## config.mk

```make
export PLATFORM = sky130hd
export DESIGN_NAME = dac_ctrl
export DESIGN_NICKNAME = d
export VERILOG_FILES = /design/src/inc/dac_ctrl_pkg.sv /design/src/verilog/dac_ctrl.sv
export SDC_FILE = /design/constraint.sdc
export NUM_CORES = 1
export LEC_CHECK = 0
export BUFFER_PORTS_ARGS = -buffer_cell sky130_fd_sc_hd__buf_4
export CELL_PAD_IN_SITES_DETAIL_PLACEMENT = 1
export CELL_PAD_IN_SITES_GLOBAL_PLACEMENT = 1
export CORE_UTILIZATION = 45
export DETAILED_ROUTE_END_ITERATION = 7
export PLACE_DENSITY = 0.83
export SLEW_MARGIN = 40
export SYNTH_ARGS = -nofsm -noshare
export SYNTH_HDL_FRONTEND = slang
export SYNTH_SLANG_ARGS = --single-unit
export TNS_END_PERCENT = 50
```

## constraint.sdc

```tcl
create_clock -name ref_clk -period 3.15 [get_ports ref_clk]
set_input_delay 0.63 -clock ref_clk [delete_from_list [all_inputs] [get_ports ref_clk]]
set_output_delay 0.63 -clock ref_clk [all_outputs]
set_load 0.005 [all_outputs]
```

## src/inc/dac_ctrl_pkg.sv

```systemverilog
// Constants, field positions and carrier types of the DAC control bank.
package dac_ctrl_pkg;

  // Register indices on the serial control port.
  localparam logic [6:0] ADDR_MISC       = 7'h02;
  localparam logic [6:0] ADDR_EMPH       = 7'h09;
  localparam logic [6:0] ADDR_IFPWR      = 7'h0A;
  localparam logic [6:0] ADDR_LEGACY     = 7'h0C;
  localparam logic [6:0] ADDR_CH4        = 7'h0F;
  localparam logic [6:0] ADDR_STATUS     = 7'h10;
  localparam logic [6:0] ADDR_SOFT_RESET = 7'h1F;

  // Values after reset.
  localparam logic [8:0] RST_MISC   = 9'h120;
  localparam logic [8:0] RST_EMPH   = 9'h000;
  localparam logic [8:0] RST_IFPWR  = 9'h080;
  localparam logic [8:0] RST_LEGACY = 9'h000;
  localparam logic [8:0] RST_CH4    = 9'h000;

  // Field positions.
  localparam int MISC_EMPH_ALL_BIT  = 1;
  localparam int MISC_SLEEP_BIT     = 2;
  localparam int EMPH_SEL_LSB       = 6;
  localparam int IFPWR_DIS_LSB      = 1;
  localparam int IFPWR_MSLEEP_BIT   = 4;
  localparam int IFPWR_MS_BIT       = 5;
  localparam int IFPWR_RATE_LSB     = 6;
  localparam int LEGACY_ROUTE_LSB   = 0;
  localparam int LEGACY_BYPASS_BIT  = 6;
  localparam int CH4_DIS_BIT        = 1;
  localparam int CH4_ROUTE_HI_BIT   = 3;
  localparam int CH4_EMPH_BIT       = 4;
  localparam int CH4_BYPASS_BIT     = 5;

  // Zero run length that raises a channel's zero flag.
  localparam int         ZCNT_W   = 11;
  localparam logic [10:0] ZERO_RUN = 11'h400;

  // Master clock cycles per frame for each ratio code.
  localparam logic [2:0] RATE_128 = 3'h0;
  localparam logic [2:0] RATE_192 = 3'h1;
  localparam logic [2:0] RATE_256 = 3'h2;
  localparam logic [2:0] RATE_384 = 3'h3;
  localparam logic [2:0] RATE_512 = 3'h4;
  localparam logic [2:0] RATE_768 = 3'h5;
  localparam logic [9:0] CYC_128  = 10'h080;
  localparam logic [9:0] CYC_192  = 10'h0C0;
  localparam logic [9:0] CYC_256  = 10'h100;
  localparam logic [9:0] CYC_384  = 10'h180;
  localparam logic [9:0] CYC_512  = 10'h200;
  localparam logic [9:0] CYC_768  = 10'h300;
  // Log2 of the bit clocks per frame (64); every ratio is a whole multiple of 64.
  localparam int BCLK_SHIFT = 6;

  // One write from the serial control decoder.
  typedef struct packed {
    logic       we;
    logic [6:0] addr;
    logic [8:0] data;
  } wr_req_t;

endpackage : dac_ctrl_pkg

```

## src/verilog/dac_ctrl.sv

```systemverilog
// Control bank of the four-channel DAC: emphasis, power, clocks, mute pin.
`timescale 1ns/10ps
module dac_ctrl
  import dac_ctrl_pkg::*;
#(
  parameter int NCH = 4
) (
  // Clock and reset.
  input  wire logic             ref_clk,
  input  wire logic             rst,
  // Register port from the serial control decoder.
  input  wire wr_req_t          wr_req,
  input  wire logic [6:0]       rd_addr,
  output logic      [8:0]       rd_data,
  // Sample status from the audio input, one bit per channel.
  input  wire logic [NCH-1:0]   sample_valid,
  input  wire logic [NCH-1:0]   sample_zero,
  // Mute pin, and a strap choosing whether the device drives it.
  input  wire logic             mute_pin_in,
  output logic                  mute_pin_out,
  output logic                  mute_pin_oe,
  input  wire logic             mute_pin_drive,
  // Frame and bit clock pins.
  input  wire logic             frame_clk_in,
  input  wire logic             bit_clk_in,
  output logic                  frame_clk_out,
  output logic                  bit_clk_out,
  output logic                  clk_pins_oe,
  output logic                  frame_clk_int,
  output logic                  bit_clk_int,
  // Controls to the converter datapath.
  output logic      [NCH-1:0]   emphasis_en,
  output logic      [NCH-1:0]   channel_on,
  output logic                  midrail_reference,
  output logic                  samples_discard,
  output logic                  filter_reinit,
  output logic      [NCH-1:0]   pin_softmute,
  output logic      [NCH-1:0]   zero_flag
);

  logic [8:0]        misc_ff;
  logic [8:0]        emph_ff;
  logic [8:0]        ifpwr_ff;
  logic [8:0]        legacy_ff;
  logic [8:0]        ch4_ff;
  logic [1:0]        mute_sync_ff;
  logic [1:0]        fclk_sync_ff;
  logic [1:0]        bclk_sync_ff;
  logic              sleep_prev_ff;
  logic [9:0]        fcnt_ff;
  logic [3:0]        bcnt_ff;
  logic [9:0]        ratio_cycles;
  logic [3:0]        bit_div;
  logic [3:0]        emphasis_filter_sel;
  logic [3:0]        channel_disable;
  logic              emphasis_filter_all;
  logic              dac_global_sleep;
  logic              master_sleep;
  logic              clock_master_sel;
  logic [2:0]        zero_flag_route_sel;
  logic              mute_decode_bypass;
  logic [3:0]        route_mask;
  logic [NCH-1:0]    zflag_w;
  logic [3:0]        nxt_pin_softmute;

  // Register fields gathered from the bank.
  assign emphasis_filter_all = misc_ff[MISC_EMPH_ALL_BIT];
  assign dac_global_sleep    = misc_ff[MISC_SLEEP_BIT];
  assign emphasis_filter_sel = {ch4_ff[CH4_EMPH_BIT],
                                emph_ff[EMPH_SEL_LSB +: 3]};
  assign channel_disable     = {ch4_ff[CH4_DIS_BIT],
                                ifpwr_ff[IFPWR_DIS_LSB +: 3]};
  assign master_sleep        = ifpwr_ff[IFPWR_MSLEEP_BIT];
  assign clock_master_sel    = ifpwr_ff[IFPWR_MS_BIT];
  assign zero_flag_route_sel = {ch4_ff[CH4_ROUTE_HI_BIT],
                                legacy_ff[LEGACY_ROUTE_LSB +: 2]};
  assign mute_decode_bypass  = legacy_ff[LEGACY_BYPASS_BIT] |
                               ch4_ff[CH4_BYPASS_BIT];

  // Register bank. Sleep bits never touch it, so settings survive.
  always_ff @(posedge ref_clk) begin
    if (rst || (wr_req.we && wr_req.addr == ADDR_SOFT_RESET)) begin
      misc_ff   <= RST_MISC;
      emph_ff   <= RST_EMPH;
      ifpwr_ff  <= RST_IFPWR;
      legacy_ff <= RST_LEGACY;
      ch4_ff    <= RST_CH4;
    end else if (wr_req.we) begin
      case (wr_req.addr)
        ADDR_MISC:   misc_ff   <= wr_req.data;
        ADDR_EMPH:   emph_ff   <= wr_req.data;
        ADDR_IFPWR:  ifpwr_ff  <= wr_req.data;
        ADDR_LEGACY: legacy_ff <= wr_req.data;
        ADDR_CH4:    ch4_ff    <= wr_req.data;
        default:     misc_ff   <= misc_ff;
      endcase
    end
  end

  // Read-back, one cycle after the address; the status word shows flags.
  always_ff @(posedge ref_clk) begin
    if (rst) begin
      rd_data <= 9'h000;
    end else begin
      case (rd_addr)
        ADDR_MISC:   rd_data <= misc_ff;
        ADDR_EMPH:   rd_data <= emph_ff;
        ADDR_IFPWR:  rd_data <= ifpwr_ff;
        ADDR_LEGACY: rd_data <= legacy_ff;
        ADDR_CH4:    rd_data <= ch4_ff;
        ADDR_STATUS: rd_data <= {3'h0, mute_pin_out, mute_sync_ff[1],
                                 4'(zflag_w)};
        default:     rd_data <= 9'h000;
      endcase
    end
  end

  // Pin synchronisers; only the second stage is ever looked at.
  always_ff @(posedge ref_clk) begin
    if (rst) begin
      mute_sync_ff <= 2'h0;
      fclk_sync_ff <= 2'h0;
      bclk_sync_ff <= 2'h0;
    end else begin
      mute_sync_ff <= {mute_sync_ff[0], mute_pin_in};
      fclk_sync_ff <= {fclk_sync_ff[0], frame_clk_in};
      bclk_sync_ff <= {bclk_sync_ff[0], bit_clk_in};
    end
  end

  // Emphasis and power outputs.
  always_ff @(posedge ref_clk) begin
    if (rst) begin
      emphasis_en       <= '0;
      channel_on        <= '0;
      midrail_reference <= 1'b0;
      samples_discard   <= 1'b1;
    end else begin
      emphasis_en <= NCH'(emphasis_filter_sel) |
                     {NCH{emphasis_filter_all}};
      if (dac_global_sleep || master_sleep) begin
        channel_on <= '0;
      end else begin
        channel_on <= ~NCH'(channel_disable);
      end
      midrail_reference <= ~master_sleep;
      samples_discard   <= dac_global_sleep | master_sleep;
    end
  end

  // Filter restart pulse on the falling edge of the global sleep bit.
  always_ff @(posedge ref_clk) begin
    if (rst) begin
      sleep_prev_ff <= 1'b0;
      filter_reinit <= 1'b0;
    end else begin
      sleep_prev_ff <= dac_global_sleep;
      filter_reinit <= sleep_prev_ff & ~dac_global_sleep;
    end
  end

  // Ratio decode; reserved codes fall back to the reset ratio.
  always_comb begin
    case (ifpwr_ff[IFPWR_RATE_LSB +: 3])
      RATE_128: ratio_cycles = CYC_128;
      RATE_192: ratio_cycles = CYC_192;
      RATE_256: ratio_cycles = CYC_256;
      RATE_384: ratio_cycles = CYC_384;
      RATE_512: ratio_cycles = CYC_512;
      RATE_768: ratio_cycles = CYC_768;
      default:  ratio_cycles = CYC_256;
    endcase
    bit_div = 4'(ratio_cycles >> BCLK_SHIFT);
  end

  // Frame and bit clock divider, kept aligned at every frame start.
  always_ff @(posedge ref_clk) begin
    if (rst || !clock_master_sel) begin
      fcnt_ff       <= 10'h000;
      bcnt_ff       <= 4'h0;
      frame_clk_out <= 1'b0;
      bit_clk_out   <= 1'b0;
    end else begin
      if (fcnt_ff >= ratio_cycles - 10'h001) begin
        fcnt_ff <= 10'h000;
        bcnt_ff <= 4'h0;
      end else begin
        fcnt_ff <= fcnt_ff + 10'h001;
        bcnt_ff <= (bcnt_ff >= bit_div - 4'h1) ? 4'h0 : bcnt_ff + 4'h1;
      end
      frame_clk_out <= fcnt_ff < (ratio_cycles >> 1);
      bit_clk_out   <= bcnt_ff < (bit_div >> 1);
    end
  end

  // Pin direction follows master select; slave clocks come from pins.
  always_ff @(posedge ref_clk) begin
    if (rst) begin
      clk_pins_oe   <= 1'b0;
      frame_clk_int <= 1'b0;
      bit_clk_int   <= 1'b0;
    end else begin
      clk_pins_oe   <= clock_master_sel;
      frame_clk_int <= clock_master_sel ? frame_clk_out
                                        : fclk_sync_ff[1];
      bit_clk_int   <= clock_master_sel ? bit_clk_out
                                        : bclk_sync_ff[1];
    end
  end

  // Zero run counters, one per channel; sleep wipes the history.
  genvar ch;
  generate
    for (ch = 0; ch < NCH; ch++) begin : g_zero
      logic [ZCNT_W-1:0] zcnt_ff;
      always_ff @(posedge ref_clk) begin
        if (rst || samples_discard) begin
          zcnt_ff <= '0;
        end else if (sample_valid[ch]) begin
          if (!sample_zero[ch]) begin
            zcnt_ff <= '0;
          end else if (zcnt_ff != ZERO_RUN) begin
            zcnt_ff <= zcnt_ff + 11'h001;
          end
        end
      end
      assign zflag_w[ch] = (zcnt_ff == ZERO_RUN);
    end
  endgenerate
  assign zero_flag = zflag_w;

  // The same routing table serves the pin as input and as output.
  always_comb begin
    case (zero_flag_route_sel)
      3'h0:    route_mask = 4'hF;
      3'h1:    route_mask = 4'h1;
      3'h2:    route_mask = 4'h2;
      3'h3:    route_mask = 4'h4;
      3'h4:    route_mask = 4'h8;
      3'h5:    route_mask = 4'h3;
      3'h6:    route_mask = 4'h7;
      3'h7:    route_mask = 4'hC;
      default: route_mask = 4'hF;
    endcase
    if (!mute_sync_ff[1]) begin
      nxt_pin_softmute = 4'h0;
    end else if (mute_decode_bypass) begin
      nxt_pin_softmute = 4'hF;
    end else begin
      nxt_pin_softmute = route_mask;
    end
  end

  // Mute pin drive and softmute. The pin level read back includes our
  // own drive, so a reported zero flag also mutes its channels.
  always_ff @(posedge ref_clk) begin
    if (rst) begin
      mute_pin_out <= 1'b0;
      mute_pin_oe  <= 1'b0;
      pin_softmute <= '0;
    end else begin
      mute_pin_out <= &(4'(zflag_w) | ~route_mask);
      mute_pin_oe  <= mute_pin_drive;
      pin_softmute <= NCH'(nxt_pin_softmute);
    end
  end

  // Checks.
  AST_EMPH: assert property (@(posedge ref_clk) disable iff (rst)
    ##1 emphasis_en == ($past(NCH'(emphasis_filter_sel)) |
                        {NCH{$past(emphasis_filter_all)}}))
    else $error("Emphasis enable does not match selection.");
  AST_SLEEP: assert property (@(posedge ref_clk) disable iff (rst)
    dac_global_sleep |=> channel_on == '0 && samples_discard)
    else $error("Global sleep left a channel powered.");
  AST_MASTER: assert property (@(posedge ref_clk) disable iff (rst)
    master_sleep |=> !midrail_reference && channel_on == '0)
    else $error("Master sleep left the reference on.");
  AST_DISABLE: assert property (@(posedge ref_clk) disable iff (rst)
    !dac_global_sleep && !master_sleep
      |=> channel_on == ~$past(NCH'(channel_disable)))
    else $error("Channel disable not applied.");
  AST_REINIT: assert property (@(posedge ref_clk) disable iff (rst)
    $fell(dac_global_sleep) |=> filter_reinit ##1 !filter_reinit)
    else $error("Filter restart pulse missing after wake.");
  AST_SLAVE: assert property (@(posedge ref_clk) disable iff (rst)
    !clock_master_sel |=> !clk_pins_oe && !frame_clk_out)
    else $error("Clock pins driven in slave mode.");
  // A write that may change the ratio abandons the frame in flight.
  AST_FRAME: assert property (@(posedge ref_clk)
    disable iff (rst || (wr_req.we && (wr_req.addr == ADDR_IFPWR ||
                                       wr_req.addr == ADDR_SOFT_RESET)))
    $rose(frame_clk_out) && clock_master_sel &&
      ifpwr_ff[IFPWR_RATE_LSB +: 3] == RATE_128
      |-> ##128 $rose(frame_clk_out))
    else $error("Frame period wrong at ratio 128.");
  AST_ZFLAG: assert property (@(posedge ref_clk) disable iff (rst)
    $rose(zflag_w[0]) |-> $past(sample_valid[0] && sample_zero[0]))
    else $error("Zero flag rose without a zero sample.");
  AST_BYPASS: assert property (@(posedge ref_clk) disable iff (rst)
    mute_sync_ff[1] && mute_decode_bypass |=> pin_softmute == '1)
    else $error("Bypassed mute pin did not mute all channels.");
  AST_ROUTE: assert property (@(posedge ref_clk) disable iff (rst)
    zero_flag_route_sel == 3'h1 && zflag_w[0] |=> mute_pin_out)
    else $error("Routed zero flag did not raise the mute pin.");
  AST_DECODE: assert property (@(posedge ref_clk) disable iff (rst)
    mute_sync_ff[1] && !mute_decode_bypass &&
      zero_flag_route_sel == 3'h7 |=> pin_softmute == NCH'(4'hC))
    else $error("Decoded mute hit the wrong channels.");

  COV_MASTER: cover property (@(posedge ref_clk) disable iff (rst)
    clock_master_sel && $rose(frame_clk_out));
  COV_WAKE: cover property (@(posedge ref_clk) disable iff (rst)
    filter_reinit);
  COV_ALLZERO: cover property (@(posedge ref_clk) disable iff (rst)
    &zflag_w && mute_pin_out);
  COV_BYPASS: cover property (@(posedge ref_clk) disable iff (rst)
    mute_decode_bypass && pin_softmute == '1);

endmodule : dac_ctrl

```

==> summary.md <==
| Metric | Value |
|---|---|
| Initial DRC count | `around 240` |
| Area fraction of the dominant cell type after synthesis | `0.450` |
| Aggregate global-route resource usage | `0.258` |
| Relative slew slack | `0.452` |
| Sort of element at the end of the critical path | `output port` |
| Final Routed Wirelength | `approximately 18000 microns` |
| Number of flops mapped to enable cells by yosys | `0` |
| Number of buffers added by the clock tree synthesis step | `17` |
| Num ports | `73` |
| Outcome | `completed` |
| Yosys top cell by area | `sky130_fd_sc_hd__dfxtp_1` |
| Maximum single-stage delay on the critical path | `between 400 and 500 ps` |
| Synthesized net count | `746` |
| Final hold vios | `0` |
| Worst Max-Slew Pin Slew | `a little over 800 ps` |
| Total of fill cells in the finished design | `roughly 1600` |
| Leading cell types by count after synthesis | `sky130_fd_sc_hd__dfxtp_1, sky130_fd_sc_hd__nor2_1, sky130_fd_sc_hd__mux2i_1` |
| Number of warnings printed during yosys synthesis | `0` |
| Final setup viols | `0` |
| Total number of H-tree levels | `4` |
| Initial standard-cell utilization of the core | `0.468` |
| Die outline area | `between 0.01 and 0.015 sq mm` |
| GP Congestion | `0.889` |
| Worst min path class | `in2reg` |
| Crit Path Class | `reg2out` |
| Max Cap Violations | `0` |
| Post-route core utilization | `0.563` |
| Slowest stage cell, crit path | `sky130_fd_sc_hd__nor4b_1` |
| Diodes inserted | `0` |
| WL per Instance | `roughly 19 microns` |
| CTS tree | `built` |
| Worst path cell trace | `inv_1 -> ha_1 -> nor4b_1 -> and3_1 -> buf_4` |
| Share of layout cells above drive strength 1 | `0.161` |
| Worst-skew pair later-pin latency | `430 ps` |
| Count of cells resized by post-cts repair | `0` |
| Combined area of all synthesized cells | `approximately 0.0063 sq mm` |
| Crit path DAT | `2060 ps` |
| Worst IR drop on VDD | `approximately 400 uV` |
| Estimated wirelength of the detail-placed design | `~12000 microns` |
| R2R depth | `8` |
| Clock sink count | `~140` |
| Clock tree buffer depth | `2` |
| Count of different cell masters after synthesis | `52` |
| Power density over the cells | `approximately 520 mW/mm^2` |
| Mean cell area of the mapped netlist | `~9 sq um` |
| Number of cells on the worst hold path | `2` |
| Pin count of the biggest net entering global routing | `46` |
| Setup fix buffers added after clock tree synthesis | `0` |
| Predominant post-synthesis flop cell | `sky130_fd_sc_hd__dfxtp_1` |
| Number of antenna violations at the first check in global routing | `0` |
| Area of the core region | `around 0.013 sq mm` |
| Most common cell in the synthesized netlist | `sky130_fd_sc_hd__dfxtp_1` |
| Height of the die | `around 120 microns` |
| First-pass GRT wire length | `roughly 29000 microns` |
| Setup crit start kind | `register` |
| Number of remaining DRC errors | `0` |
| Proportion of synthesized chip area in sequential cells | `0.450` |
| Unrepaired setup endpoints after global routing | `no` |
| Highest fanout seen on the critical path | `6` |
| Final count of pins violating max slew | `0` |
| Number of global-route vias before repair | `~5800` |
| DR vias/cell | `roughly 5.7` |
| Proportion of register bits with asynchronous set or reset after synthesis | `0` |
| Die boundary width | `120 microns` |
| Post-route setup TNS | `0 ps` |
| Synth-to-Final Area Change | `20.4%` |
| Critical Path RT | `2520 ps` |
| Post-route minimum period | `between 2000 and 3000 ps` |
| Dominant cells by area after synthesis | `sky130_fd_sc_hd__dfxtp_1, sky130_fd_sc_hd__mux2i_1, sky130_fd_sc_hd__nor2_1` |
| Clock Skew | `between 5 and 6 ps` |
| Leakage Power | `around 2.9 nW` |
| Gr ovfl total | `0` |
| Synth Instances | `a little under 700` |
| Final-stage net count | `between 800 and 900` |
| Count of antenna-violating nets left after detailed routing | `0` |
| Highest attainable clock frequency | `0.372 GHz` |
| Hold-fix buffers at CTS | `0` |
| Via count | `roughly 5400` |
| Clock root cell | `sky130_fd_sc_hd__clkbuf_16` |
| Synthesized flop and latch total | `141` |
| Clock-pin transition on the worst setup and hold timing paths | `60 ps` |
| Number of buffers inserted by port buffering | `a little over 70` |
| Floorplan row count | `between 40 and 50` |
| Count of TritonRoute iterations in the first routing pass | `4` |
| Share of the cycle needed by the critical path after routing | `0.853` |
==> per-layer routing <==
metal	share of wire	global-route usage
met1	0.41	0.290
met2	0.53	0.466
met3	0.042	0.0604
met4	0.020	0.100
met5	0	0
==> through the flow <==
step	instance area [sq um]	hold WS [ps]	worst slack, ps	cells	power, mW
after detailed placement	6980	429	743	912	2.01
after global placement	6980	432	799	912	2.01
after CTS	7550	398	452	942	3.93
after global routing	7550	406	403	942	4.02
final	7550	416	463	942	3.90
after floorplan	6270	412	912	685	1.92
==> where the power goes <==
part | total (mW) | switching (mW) | internal (mW)
clock network | 1.92 | 0.741 | 1.18
registers | 1.81 | 0.00991 | 1.80
logic | 0.169 | 0.0976 | 0.0717
==> registers in the layout (all words and copies together), names as in the netlist, 9 cells and up <==
register and flops:
ch4_ff 9, misc_ff 9, ifpwr_ff 9, legacy_ff 9, fcnt_ff 10, rd_data 9, g_zero.zcnt_ff 44, emph_ff 9
==> placed cells by master, fill, tap and decap left out, types with 7 or more instances in the layout <==
cell,Yosys,layout
sky130_fd_sc_hd__nand2b_1,11,11
sky130_fd_sc_hd__a22oi_1,11,11
sky130_fd_sc_hd__clkbuf_16,0,17
sky130_fd_sc_hd__nor4_1,16,13
sky130_fd_sc_hd__mux2i_1,53,53
sky130_fd_sc_hd__dfxtp_1,141,141
sky130_fd_sc_hd__nor3_1,25,25
sky130_fd_sc_hd__nor2_1,100,100
sky130_fd_sc_hd__ha_1,23,23
sky130_fd_sc_hd__a21oi_1,30,30
sky130_fd_sc_hd__and3_1,7,7
sky130_fd_sc_hd__xnor2_1,19,19
sky130_fd_sc_hd__inv_1,25,25
sky130_fd_sc_hd__nand4_1,13,13
sky130_fd_sc_hd__o22a_1,9,9
sky130_fd_sc_hd__or3_1,10,10
sky130_fd_sc_hd__and4_1,9,9
sky130_fd_sc_hd__nor2b_1,13,13
sky130_fd_sc_hd__nand3_1,15,15
sky130_fd_sc_hd__buf_4,1,78
sky130_fd_sc_hd__xor2_1,19,19
sky130_fd_sc_hd__o21ai_0,16,14
sky130_fd_sc_hd__nand2_1,38,38
==> logic make-up (layout without fill, tap and decap cells) <==
logic type / after synthesis / count (layout) / synth area share
flops: 141 / 141 / 0.450
fa+ha+maj: 24 / 24 / 0.0475
buf+inv: 52 / 133 / 0.0339
simple gates: 285 / 285 / 0.233
xor+xnor: 38 / 38 / 0.0531
mux: 54 / 54 / 0.0864
compound gates: 91 / 91 / 0.0954
==> worst max-delay path: cells and delay by family (launching register included) <==
family,cells,cell delay (ps)
adders and majority gates,1,140
buffers and inverters,2,250
DFF,1,340
and+or+nand+nor,2,890
==> final cells by class <==
class | instances | area (sq um) | share of cell area
multi-input cells | 492 | 3270 | 0.433
flip-flops and latches | 141 | 2820 | 0.374
repair buffers | 78 | 586 | 0.0776
clock buffers | 24 | 502 | 0.0665
well taps | 176 | 220 | 0.0292
inverters | 25 | 93.8 | 0.0124
clock inverters | 6 | 60.1 | 0.00795
==> final timing paths <==
check	endpoint	start	slack [ps]
setup / recovery	zero_flag[3]	g_zero[3].zcnt_ff[0]	460
hold / removal	fclk_sync_ff[0]	frame_clk_in	420
hold reg to reg	mute_sync_ff[1]	mute_sync_ff[0]	460
setup reg to reg	bcnt_ff[3]	ifpwr_ff[7]	810
Note: power is estimated with default switching activity, not from simulation.
